**src/rtl/gpio_consts.svh**
```systemverilog
// Register offsets, field positions, reset values and timing counts.
`ifndef GPIO_CONSTS_SVH
`define GPIO_CONSTS_SVH
`define OFS_CTRL       8'h00
`define OFS_LEVEL      8'h04
`define OFS_DIR        8'h08
`define OFS_STATE      8'h0C
`define OFS_PERIOD     8'h10
`define OFS_WMASK      8'h14
`define OFS_WCOUNT     8'h18
`define OFS_STATUS     8'h1C
`define OFS_IMASK      8'h20
`define OFS_AUX0       8'h24
`define OFS_AUX1       8'h28
`define OFS_AUX2       8'h2C
`define CTRL_EN_BIT    0
`define CTRL_WAVE_BIT  1
`define CTRL_START_BIT 2
`define CTRL_STOP_BIT  3
`define ST_WEND_BIT    0
`define ST_ADC_BIT     1
`define DIR_RST        12'hFFF
`define CLK_MHZ        100
`define TOGGLE_MIN_NS  25
`define TOGGLE_CYC     ((`TOGGLE_MIN_NS * `CLK_MHZ + 999) / 1000)
`define AUX_MAX_SPS    36000
`define AUX_GAP_CYC    ((`CLK_MHZ * 1000000 + `AUX_MAX_SPS - 1) / `AUX_MAX_SPS)
`endif

```
**src/rtl/gpio_pkg.sv**
```systemverilog
// Types shared by the waveform generator modules.
package gpio_pkg;
  typedef enum logic [1:0] {
    WT_IDLE = 2'h1,
    WT_RUN  = 2'h2
  } wave_state_type;
  typedef enum logic [2:0] {
    AD_IDLE = 3'h1,
    AD_WAIT = 3'h2,
    AD_GAP  = 3'h4
  } adc_state_type;
endpackage

```
**src/rtl/wave_if.sv**
```systemverilog
// Control and event signals between the register block and the timer.
`timescale 1ns/1ps
`default_nettype none
interface wave_if #(parameter int CW = 16);
  logic          start;
  logic          stop;
  logic          tick;
  logic [CW-1:0] period;
  logic [CW-1:0] count;
  logic          toggle;
  logic          done;
  logic          busy;
  modport timer (input start, stop, tick, period, count,
                 output toggle, done, busy);
  modport ctrl  (output start, stop, tick, period, count,
                 input toggle, done, busy);
endinterface
`default_nettype wire

```
**src/rtl/gpio_waveform_generator.sv**
```systemverilog
// General purpose pad block with waveform generator and aux sampling.
// How it works
// - Twelve pads, each controlled on its own.
// - Own gateable clock domain, enable bit.
// - Pads change at most every toggle interval.
// - Direct write drives pads once completed.
// - Started waveforms run without further commands.
// - Waveform end raises wakeup and status bit.
// - Wakeup reaches microcontroller only while sleeping.
// - Any pad can be a high-impedance input.
// - Pad levels readable in one register.
// - Blanking-time converter samples three aux inputs.
// - Aux sampling limited to about 36000/s.
// - Host and microcontroller share both control methods.
`timescale 1ns/1ps
`default_nettype none
`include "gpio_consts.svh"
module gpio_waveform_generator
  import gpio_pkg::*;
#(
  parameter int NPADS = 12,
  parameter int PW    = 16,
  parameter int AW    = 10
) (
  input  wire logic             ref_clk,
  input  wire logic             rst_n,
  input  wire logic [7:0]       paddr,
  input  wire logic             psel,
  input  wire logic             penable,
  input  wire logic             pwrite,
  input  wire logic [31:0]      pwdata,
  output logic      [31:0]      prdata,
  output logic                  pready,
  output logic                  pslverr,
  input  wire logic [NPADS-1:0] pad_in,
  output logic      [NPADS-1:0] pad_out,
  output logic      [NPADS-1:0] pad_oe,
  input  wire logic             mcu_sleep,
  input  wire logic             hblank,
  input  wire logic             adc_ack,
  input  wire logic [AW-1:0]    adc_data,
  output logic                  adc_req,
  output logic      [1:0]       adc_sel,
  output logic                  wakeup,
  output logic                  irq
);
  typedef struct packed {
    logic [31:0]          prdata;
    logic                 pready;
    logic                 pslverr;
    logic                 en;
    logic                 wave;
    logic                 start;
    logic                 stop;
    logic [NPADS-1:0]     level;
    logic [NPADS-1:0]     dir;
    logic [NPADS-1:0]     wlevel;
    logic [PW-1:0]        period;
    logic [NPADS-1:0]     wmask;
    logic [PW-1:0]        wcount;
    logic [1:0]           status;
    logic [1:0]           imask;
    logic [2:0][AW-1:0]   aux;
    logic [NPADS-1:0]     pad_out;
    logic [NPADS-1:0]     pad_oe;
    logic [NPADS-1:0]     sync1;
    logic [NPADS-1:0]     sync2;
    logic                 slp1;
    logic                 slp2;
    logic [1:0]           tick_cnt;
    logic                 wakeup;
    logic                 irq;
    adc_state_type        adc_state;
    logic                 adc_req;
    logic [1:0]           adc_sel;
    logic [11:0]          gap;
  } blk_state_type;

  blk_state_type st_ff;
  blk_state_type nxt_st;
  logic          acc;
  logic          tick;

  wave_if #(.CW(PW)) w();

  wave_timer #(.CW(PW)) u_timer (
    .ref_clk (ref_clk),
    .rst_n   (rst_n),
    .w       (w.timer)
  );

  // The tick paces every pad level change (pad_oe follows DIR without it) and stands still while gated.
  assign acc  = psel & penable;
  assign tick = st_ff.en && st_ff.tick_cnt == 2'(`TOGGLE_CYC - 1);

  // Timer inputs; leaving waveform mode also stops it, gating off only withholds ticks.
  assign w.start  = st_ff.start;
  assign w.stop   = st_ff.stop | ~st_ff.wave;
  assign w.tick   = tick;
  assign w.period = st_ff.period;
  assign w.count  = st_ff.wcount;

  // Next state: bus slave, pads, waveform, aux sampling and events.
  always_comb begin
    logic        hit;
    logic [31:0] rd;
    logic        wr_done;
    logic        rd_clr;
    logic [1:0]  ev;
    hit = 1'b1;
    rd = 32'h0000_0000;
    wr_done = acc & st_ff.pready & pwrite;
    rd_clr = acc & st_ff.pready & ~pwrite & (paddr == `OFS_STATUS);
    ev = 2'h0;
    nxt_st = st_ff;
    nxt_st.start = 1'b0;
    nxt_st.stop = 1'b0;
    // Read decode; unmapped offsets read zero and flag an error.
    case (paddr)
      `OFS_CTRL:   rd = 32'({st_ff.wave, st_ff.en});
      `OFS_LEVEL:  rd = 32'(st_ff.level);
      `OFS_DIR:    rd = 32'(st_ff.dir);
      `OFS_STATE:  rd = 32'(st_ff.sync2);
      `OFS_PERIOD: rd = 32'(st_ff.period);
      `OFS_WMASK:  rd = 32'(st_ff.wmask);
      `OFS_WCOUNT: rd = 32'(st_ff.wcount);
      `OFS_STATUS: rd = 32'(st_ff.status);
      `OFS_IMASK:  rd = 32'(st_ff.imask);
      `OFS_AUX0:   rd = 32'(st_ff.aux[0]);
      `OFS_AUX1:   rd = 32'(st_ff.aux[1]);
      `OFS_AUX2:   rd = 32'(st_ff.aux[2]);
      default:     hit = 1'b0;
    endcase
    // Every access waits exactly one cycle so read data can be a flop.
    nxt_st.pready = acc & ~st_ff.pready;
    if (acc & ~st_ff.pready) begin
      nxt_st.prdata = rd;
      nxt_st.pslverr = ~hit;
    end
    // Writes land only on the completing edge, from host or MCU alike.
    if (wr_done) begin
      case (paddr)
        `OFS_CTRL: begin
          nxt_st.en = pwdata[`CTRL_EN_BIT];
          nxt_st.wave = pwdata[`CTRL_WAVE_BIT];
          nxt_st.start = pwdata[`CTRL_START_BIT];
          nxt_st.stop = pwdata[`CTRL_STOP_BIT];
        end
        `OFS_LEVEL:  nxt_st.level = pwdata[NPADS-1:0];
        `OFS_DIR:    nxt_st.dir = pwdata[NPADS-1:0];
        `OFS_PERIOD: nxt_st.period = pwdata[PW-1:0];
        `OFS_WMASK:  nxt_st.wmask = pwdata[NPADS-1:0];
        `OFS_WCOUNT: nxt_st.wcount = pwdata[PW-1:0];
        `OFS_IMASK:  nxt_st.imask = pwdata[1:0];
        default:     nxt_st.imask = st_ff.imask;
      endcase
    end
    // Pin and sleep synchronisers.
    nxt_st.sync1 = pad_in;
    nxt_st.sync2 = st_ff.sync1;
    nxt_st.slp1 = mcu_sleep;
    nxt_st.slp2 = st_ff.slp1;
    // Tick divider freezes while the block clock is gated.
    if (st_ff.en) begin
      nxt_st.tick_cnt = tick ? 2'h0 : st_ff.tick_cnt + 2'h1;
    end
    // Waveform image starts from the direct levels, then toggles.
    if (st_ff.start) begin
      nxt_st.wlevel = st_ff.level;
    end else if (w.toggle) begin
      nxt_st.wlevel = st_ff.wlevel ^ st_ff.wmask;
    end
    // Pad levels update only on a tick, drive enables every cycle; each bit is independent.
    if (tick) begin
      nxt_st.pad_out = st_ff.wave ? st_ff.wlevel : st_ff.level;
    end
    nxt_st.pad_oe = ~st_ff.dir;
    // Aux converter: sample during blanking, then hold off the gap.
    case (st_ff.adc_state)
      AD_IDLE: begin
        if (hblank && st_ff.en) begin
          nxt_st.adc_req = 1'b1;
          nxt_st.adc_state = AD_WAIT;
        end
      end
      AD_WAIT: begin
        if (adc_ack) begin
          nxt_st.aux[st_ff.adc_sel] = adc_data;
          nxt_st.adc_req = 1'b0;
          nxt_st.adc_sel = (st_ff.adc_sel == 2'h2) ? 2'h0
                                                   : st_ff.adc_sel + 2'h1;
          nxt_st.gap = 12'(`AUX_GAP_CYC - 1);
          nxt_st.adc_state = AD_GAP;
          ev[`ST_ADC_BIT] = 1'b1;
        end
      end
      AD_GAP: begin
        nxt_st.gap = st_ff.gap - 12'h001;
        if (st_ff.gap == 12'h000) begin
          nxt_st.adc_state = AD_IDLE;
        end
      end
      default: begin
        nxt_st.adc_req = 1'b0;
        nxt_st.adc_state = AD_IDLE;
      end
    endcase
    // Sticky status: a new event beats a same-cycle read clear.
    ev[`ST_WEND_BIT] = w.done;
    // The clear takes only the bits that this read reported, so an event
    // that lands between data capture and completion is not lost.
    nxt_st.status = (st_ff.status & ~(st_ff.prdata[1:0] & {2{rd_clr}}))
                    | ev;
    nxt_st.irq = |(nxt_st.status & st_ff.imask);
    // Wakeup only matters to a sleeping MCU, so it is gated by sleep.
    nxt_st.wakeup = w.done & st_ff.slp2;
  end

  // State register; pads start as inputs driving low.
  always_ff @(posedge ref_clk or negedge rst_n) begin
    if (!rst_n) begin
      st_ff <= '0;
      st_ff.dir <= `DIR_RST;
      st_ff.adc_state <= AD_IDLE;
    end else begin
      st_ff <= nxt_st;
    end
  end

  assign prdata  = st_ff.prdata;
  assign pready  = st_ff.pready;
  assign pslverr = st_ff.pslverr;
  assign pad_out = st_ff.pad_out;
  assign pad_oe  = st_ff.pad_oe;
  assign adc_req = st_ff.adc_req;
  assign adc_sel = st_ff.adc_sel;
  assign wakeup  = st_ff.wakeup;
  assign irq     = st_ff.irq;
endmodule // gpio_waveform_generator
`default_nettype wire

```
**src/rtl/wave_timer.sv**
```systemverilog
// Period timer that paces the autonomous waveform.
`timescale 1ns/1ps
`default_nettype none
module wave_timer
  import gpio_pkg::*;
#(
  parameter int CW = 16
) (
  input wire logic ref_clk,
  input wire logic rst_n,
  wave_if.timer    w
);
  typedef struct packed {
    wave_state_type state;
    logic [CW-1:0]  cnt;
    logic [CW-1:0]  reps;
    logic           toggle;
    logic           done;
  } timer_state_type;

  timer_state_type st_ff;
  timer_state_type nxt_st;

  // Counts ticks to the period end, toggles, and ends after count periods.
  always_comb begin
    nxt_st = st_ff;
    nxt_st.toggle = 1'b0;
    nxt_st.done = 1'b0;
    case (st_ff.state)
      WT_IDLE: begin
        if (w.start) begin
          nxt_st.state = WT_RUN;
          nxt_st.cnt = '0;
          nxt_st.reps = '0;
        end
      end
      WT_RUN: begin
        if (w.stop) begin
          nxt_st.state = WT_IDLE;
        end else if (w.tick) begin
          if (w.period == '0 || st_ff.cnt == w.period - CW'(1)) begin
            nxt_st.cnt = '0;
            nxt_st.toggle = 1'b1;
            // A zero count means the waveform repeats forever.
            if (w.count != '0 && st_ff.reps == w.count - CW'(1)) begin
              nxt_st.done = 1'b1;
              nxt_st.state = WT_IDLE;
            end else begin
              nxt_st.reps = st_ff.reps + CW'(1);
            end
          end else begin
            nxt_st.cnt = st_ff.cnt + CW'(1);
          end
        end
      end
      default: begin
        nxt_st.state = WT_IDLE;
      end
    endcase
  end

  // State register.
  always_ff @(posedge ref_clk or negedge rst_n) begin
    if (!rst_n) begin
      st_ff <= '{WT_IDLE, '0, '0, 1'b0, 1'b0};
    end else begin
      st_ff <= nxt_st;
    end
  end

  assign w.toggle = st_ff.toggle;
  assign w.done   = st_ff.done;
  assign w.busy   = (st_ff.state == WT_RUN);
endmodule // wave_timer
`default_nettype wire

```
**config.mk**
```make
export PLATFORM = sky130hd
export DESIGN_NAME = gpio_waveform_generator
export DESIGN_NICKNAME = d
export VERILOG_FILES = /design/src/rtl/gpio_pkg.sv /design/src/rtl/wave_if.sv /design/src/rtl/gpio_waveform_generator.sv /design/src/rtl/wave_timer.sv
export VERILOG_INCLUDE_DIRS = /design/src /design/src/rtl
export SDC_FILE = /design/constraint.sdc
export NUM_CORES = 1
export LEC_CHECK = 0
export BUFFER_PORTS_ARGS = -buffer_cell sky130_fd_sc_hd__buf_2
export CAP_MARGIN = 20
export CORE_MARGIN = 4
export CORE_UTILIZATION = 35
export CTS_CLUSTER_SIZE = 40
export DETAILED_ROUTE_END_ITERATION = 7
export SETUP_SLACK_MARGIN = 0.02
export SKIP_LAST_GASP = 1
export SLEW_MARGIN = 5
export SYNTH_ARGS = -nofsm -noshare
export SYNTH_HDL_FRONTEND = slang
export SYNTH_SLANG_ARGS = --single-unit
```
**constraint.sdc**
```tcl
create_clock -name ref_clk -period 7.74 [get_ports ref_clk]
set_clock_uncertainty 0.15 [all_clocks]
set_input_delay 0.774 -clock ref_clk [delete_from_list [all_inputs] [get_ports ref_clk]]
set_output_delay 0.774 -clock ref_clk [all_outputs]
set_load 0.03 [all_outputs]
```
* After elaboration in Yosys (flattened, before gate mapping)
Cells that the tools add are included.
** Operators by class
- Add/subtract/negate cells :: 7
- Magnitude comparators :: 2
- Equal/unequal tests :: 31
- Muxes and demuxes :: 35
- Bitwise operators :: 20
- Reductions and logical operators :: 28
** Operators with widths (number)
- case mux 16 bit (12 select lines) :: 1
- 2-to-1 mux 34 bit :: 2
- case mux 32 bit (2 select lines) :: 1
- 2-to-1 mux 12 bit :: 5
- 2-to-1 mux 18 bit :: 2
- 2-to-1 mux 36 bit :: 1
- adder 16 x 1 -> 16 bit, second input constant :: 2
- == test 16 bit :: 2
- == test 8 x 5 -> 1 bit, second input constant :: 4
- == test 8 x 6 -> 1 bit, second input constant :: 4
- 2-to-1 mux 16 bit :: 2
- subtractor 16 x 1 -> 16 bit, second input constant :: 2
- bitwise mux 30 bit :: 1
- 2-to-1 mux 26 bit :: 1
- case mux 12 bit (2 select lines) :: 1
- demux 10 bit (select 2 bit) :: 1
- AND reduction 2 bit :: 9
- == test 8 x 4 -> 1 bit, second input constant :: 2
- logical NOT 16 bit :: 1
- inequality test 2 bit, second input constant :: 8
- nonzero test 16 bit :: 1
- 2-to-1 mux 2 bit :: 7
- logical NOT 12 bit :: 1
- inverter 12 bit :: 1
- 34 further kinds :: 61
** Word-level totals
- Register bits after elaboration :: 260
- Input port bits :: 70
- Output and inout port bits :: 63
- Logic and storage cells :: 159

* Longest topological paths before layout
- Depth after elaboration :: 10
- Depth in mapped cells :: 12

* Modules after synthesis
From an unflattened synthesis, not the netlist that was laid out.
** Second synthesis, totals
- Cells, all modules :: 1192
- Area total of the unflattened synthesis :: 12731.0 sq um
** By module, submodules not included
- gpio_waveform_generator :: times used 1, cells each 794, area each 9469.1 sq um, seq. area each 5221.3 sq um
- wave_timer :: times used 1, cells each 398, area each 3261.9 sq um, seq. area each 902.1 sq um

* Worst setup path after synthesis
Ideal clock, no wire load.
- Path type :: register to register
- Start :: register st_ff, in the netlist w.period[4]
- End :: register u_timer.st_ff[14] (netlist name)
- Setup time :: 0.078 ns
- Data arrival time :: 3.021 ns
- Required time :: 7.512 ns
- Setup slack :: 4.491 ns
- Cell stages (with the launch flop) :: 12
- Path buffers :: 2
- Cells stage by stage :: dfrtp_1 buf_6 or4_1 buf_2 nor4_1 mux2_2 o21ai_0 and4_1 o32ai_2 and2_4 or4_1 a21oi_1
** Between the ends
- Word-level cells in the longest chain between the ends :: 5
** Ends and longest elaborated chain
- start, declared :: line gpio_waveform_generator.sv:79 : blk_state_type st_ff;
- start signal, assigned :: line gpio_waveform_generator.sv:226 : st_ff <= nxt_st;
- subtractor 16 x 1 -> 16 bit :: line wave_timer.sv:41 : if (w.period == '0 || st_ff.cnt == w.period - CW'(1)) begin
- == test 16 bit :: line wave_timer.sv:41
- logical OR 1 bit (*) :: line wave_timer.sv:41
- inequality test 2 bit (no source line) (*)
- AND reduction 6 bit (no source line) (*)
- end signal, assigned :: line wave_timer.sv:65 : st_ff <= '{WT_IDLE, '0, '0, 1'b0, 1'b0};
- end signal, assigned :: line wave_timer.sv:67 : st_ff <= nxt_st;
- end, declared :: line wave_timer.sv:21 : timer_state_type st_ff;
Mark *: on every way between the ends. The rest lies on a longest branch, timed or not.
A chain may end at the register's enable or synchronous reset.

* Final worst setup path
- Start :: register st_ff, in the netlist w.period[3]
- End :: register u_timer.st_ff[23] (netlist name)
** Between the ends
- Word-level cells in the longest chain between the ends :: 7
** Ends and longest elaborated chain
- subtractor 16 x 1 -> 16 bit :: line wave_timer.sv:41
- == test 16 bit :: line wave_timer.sv:41
- logical OR 1 bit (*) :: line wave_timer.sv:41
- 2-to-1 mux 16 bit (*) :: line wave_timer.sv:41
- 2-to-1 mux 36 bit (*) :: line wave_timer.sv:40 : end else if (w.tick) begin
- 2-to-1 mux 34 bit (*) :: line wave_timer.sv:38 : if (w.stop) begin
- case mux 32 bit (2 select lines) (*) :: line wave_timer.sv:29 : case (st_ff.state)
Mark *: on every way between the ends. The rest lies on a longest branch, timed or not. The select of a mux whose other input is x is not followed.

==> out/results.txt <==
Async SR Flop Fraction: 100.0%
Critical path class: flop to flop
Worst r2r src: w.period[3]
Seq/Total Area, Yosys: 51.47%
Tightest Pin Transition: 1069 ps
Clock period minus worst slack: 3897 ps
Port Buffers: 100
Synth-to-Final Area Change: 11.98%
R2R depth: 9
CTS tree: built
Syn avg cell area: 10.64 µm²
Die H: 192.4 µm
Clk_lat worst skew: 550 ps
Vias: 8,504
Starting Density: 35.48%
Critical Path Source Type: flop
Crit. Startpoint: w.period[3]
Largest net degree at the start of global routing: 184
Total number of yosys warnings: 0
IO Pins: 133
Max FO, Critical Path: 14
Global-route wire length before repair: 48,620 µm
Post-Route WL: 30,760 µm
Final layout net count: 1,238
Total track usage: 16.51%
Min-Delay Path Class: input pin to async pin
Critical Path End: u_timer.st_ff[23]
Instance count of the mapped netlist: 1,118
Die ar.: 37,000 µm²
Worst path cell trace: nor4_1 > nand3_1 > and3_1 > o32a_1 > and4_1 > or2_1 > nor3_4 > o21ai_0 > a31oi_1
Worst r2r dst: u_timer.st_ff[23]
Number of CTS-inserted buffers: 27
Post-DP HPWL: 22,090 µm
Max Freq: 0.2566 GHz
Die width: 192.4 µm
Power per cell area: 196.2 nW/µm²
Setup_tns: 0 ps
Root Driver: clkbuf_16
Diode count: 0
Post-synth top area share: 48.38%
R2R Setup Slk: 3840 ps
Detail Route Antenna Nets: 0
Max-slew headroom: 28.64%
Number of synthesized flops with an enable pin: 0
Drt drc: 0
Layout cells sized above 1: 24.41%
Setup violations, final: 0
Peak VDD IR: 0.1585 mV
RSZ-0062 raised after global routing: no
Synth area leader: dfrtp_1
Fin crit share: 50.34%
Critical Path AT: 4210 ps
Synth cell types: 67
Clock sinks: 244
Gpl congestion: 0.9070
Most numerous cell in the Yosys netlist: dfrtp_1
Crit path largest cell delay: 800 ps
Postcts setup bufs: 0
Synth top cells by count: dfrtp_1 (230), nand2_1 (114), mux2_2 (105)
Synthesized area: 11,900 µm²
Core area: 33,530 µm²
Pwr Total: 2.614 mW
Crit-path leading delay family: simple AND/OR/NAND/NOR gates
Clock slew at reported path FFs: 60 ps
Synth Flop Type: dfrtp_1
Grt ovf: 0
H-tree depth: 1
Row cnt: 67
Crit. End Element: flop
Final hold violations: 3
Status: finished, violations left
Hold_ws: -6.309 ps
Top post-synthesis cells by area: dfrtp_1 (48%), mux2_2 (9.9%), buf_4 (3.7%), nand2_1 (3.6%), o21ai_0 (3.2%)
Fin. max-slew vios: 0
Failing checks: negative hold slack
1st-iter DRT viols: 663
Stages on the worst setup path: 9
Vias in the first global route: 8,473
Max-Cap Viols: 0
Slowest cell on the critical path: nor4_1
Critical Path RT: 8050 ps
Wire length per cell: 18.89 µm
Vias per cell: 5.224
DRT Pass-1 Iters: 5
Maximum buffer depth of the clock tree: 3
Initial antenna violation count: 0
Buf/Inv on CP: 0
Post-cts gate resize count: 0
Leakage power: 6.111 nW
Post-synthesis register bit count: 244
CTS Hold Bufs: 0
-- stage by stage --
stage	utilization [%]	instances	area, µm²	worst slack [ps]
3_5_place_dp	37.18	1581	12470	3759
3_3_place_gp	37.18	1581	12470	3658
4_1_cts	39.73	1628	13320	3897
5_1_grt	39.73	1628	13320	3505
2_1_floorplan	-	1133	11950	4491
6_report	39.73	1628	13320	3843
-- placed cells by master, fill, tap and decap left out, types with 5 or more instances in the layout --
cell / instances
dfrtp_1: 230
nand2_1: 114
mux2_2: 105
buf_2: 99
o21ai_0: 76
nor2_1: 50
nand3_1: 38
xor2_1: 33
inv_1: 30
a21oi_1: 30
clkbuf_16: 27
xnor2_1: 24
and3_1: 22
a22oi_1: 21
conb_1: 16
nor4_1: 14
nor3_1: 14
mux2i_1: 14
dfstp_2: 14
a22o_1: 13
a221oi_1: 13
a31oi_1: 11
a21o_1: 11
nand3b_1: 10
o21ai_1: 10
and2_1: 9
nand4_1: 8
clkbuf_8: 8
or4_1: 7
buf_4: 7
or2_2: 6
o31ai_1: 6
a222oi_1: 6
ha_1: 6
clkbuf_1: 6
nor2b_1: 5
clkinv_2: 5
-- power by group --
| part | switching (mW) | leakage, nW | internal, mW | total (mW) |
|---|---|---|---|---|
| clock network | 0.515 | 0.427 | 0.717 | 1.23 |
| logic | 0.0664 | 2.51 | 0.0221 | 0.0885 |
| registers | 0.00609 | 3.18 | 1.29 | 1.29 |
| total | 0.587 | 6.11 | 2.03 | 2.61 |
-- kinds of logic after synthesis --
| kind of cell | Yosys count | share of synthesized area (%) |
|---|---|---|
| simple gates | 329 | 13.98 |
| xor+xnor | 57 | 4.196 |
| mux | 119 | 11.12 |
| flops | 244 | 51.47 |
| compound gates | 224 | 12.28 |
| buf+inv | 138 | 6.289 |
| other cells | 1 | 0.03152 |
| fa+ha+maj | 6 | 0.6310 |
-- sequential cells by signal, indices dropped and copies added (netlist names) --
signal and flops:
st_ff 115, u_timer.st_ff 34, prdata 16, w.count 16, w.period 16, nxt_st 13, pad_oe 12, pad_out 12
adc_sel 2, adc_req 1, irq 1, pready 1, pslverr 1, u_timer.w.done 1, u_timer.w.toggle 1, w.start 1
wakeup 1
-- worst min-delay path by stage --
stage                endpoint       start  cells after the start
CTS                  st_ff[5]       rst_n                      1
finish               st_ff[5]       rst_n                      1
detailed placement  st_ff[29]  nxt_st[29]                      0
floorplan           st_ff[22]  nxt_st[22]                      0
global route         st_ff[5]       rst_n                      1
global placement    st_ff[24]  nxt_st[24]                      0
-- layout make-up --
type	count	area (µm²)
clock buffer	41	808.3
clock inverter	6	45.04
fill	3312	20210
inverter	30	112.6
multi-input combinational	751	5089
sequential	244	6123
tap	448	560.5
timing repair buffer	108	583.1
-- worst register-to-register path, delay by kind of cell, from the launching register on --
| kind | cells | cell delay (ps) |
|---|---|---|
| simple gates | 6 | 2340 |
| flops | 1 | 550 |
| compound gates | 3 | 770 |
-- layer usage --
layer  global-route usage, %  part of all wire [%]
met1                   24.19                    47
met2                   25.94                    46
met3                   2.315                   4.9
met4                   4.004                   2.0
met5                       0                     0
No activity file was read; power rests on OpenSTA's default activity.
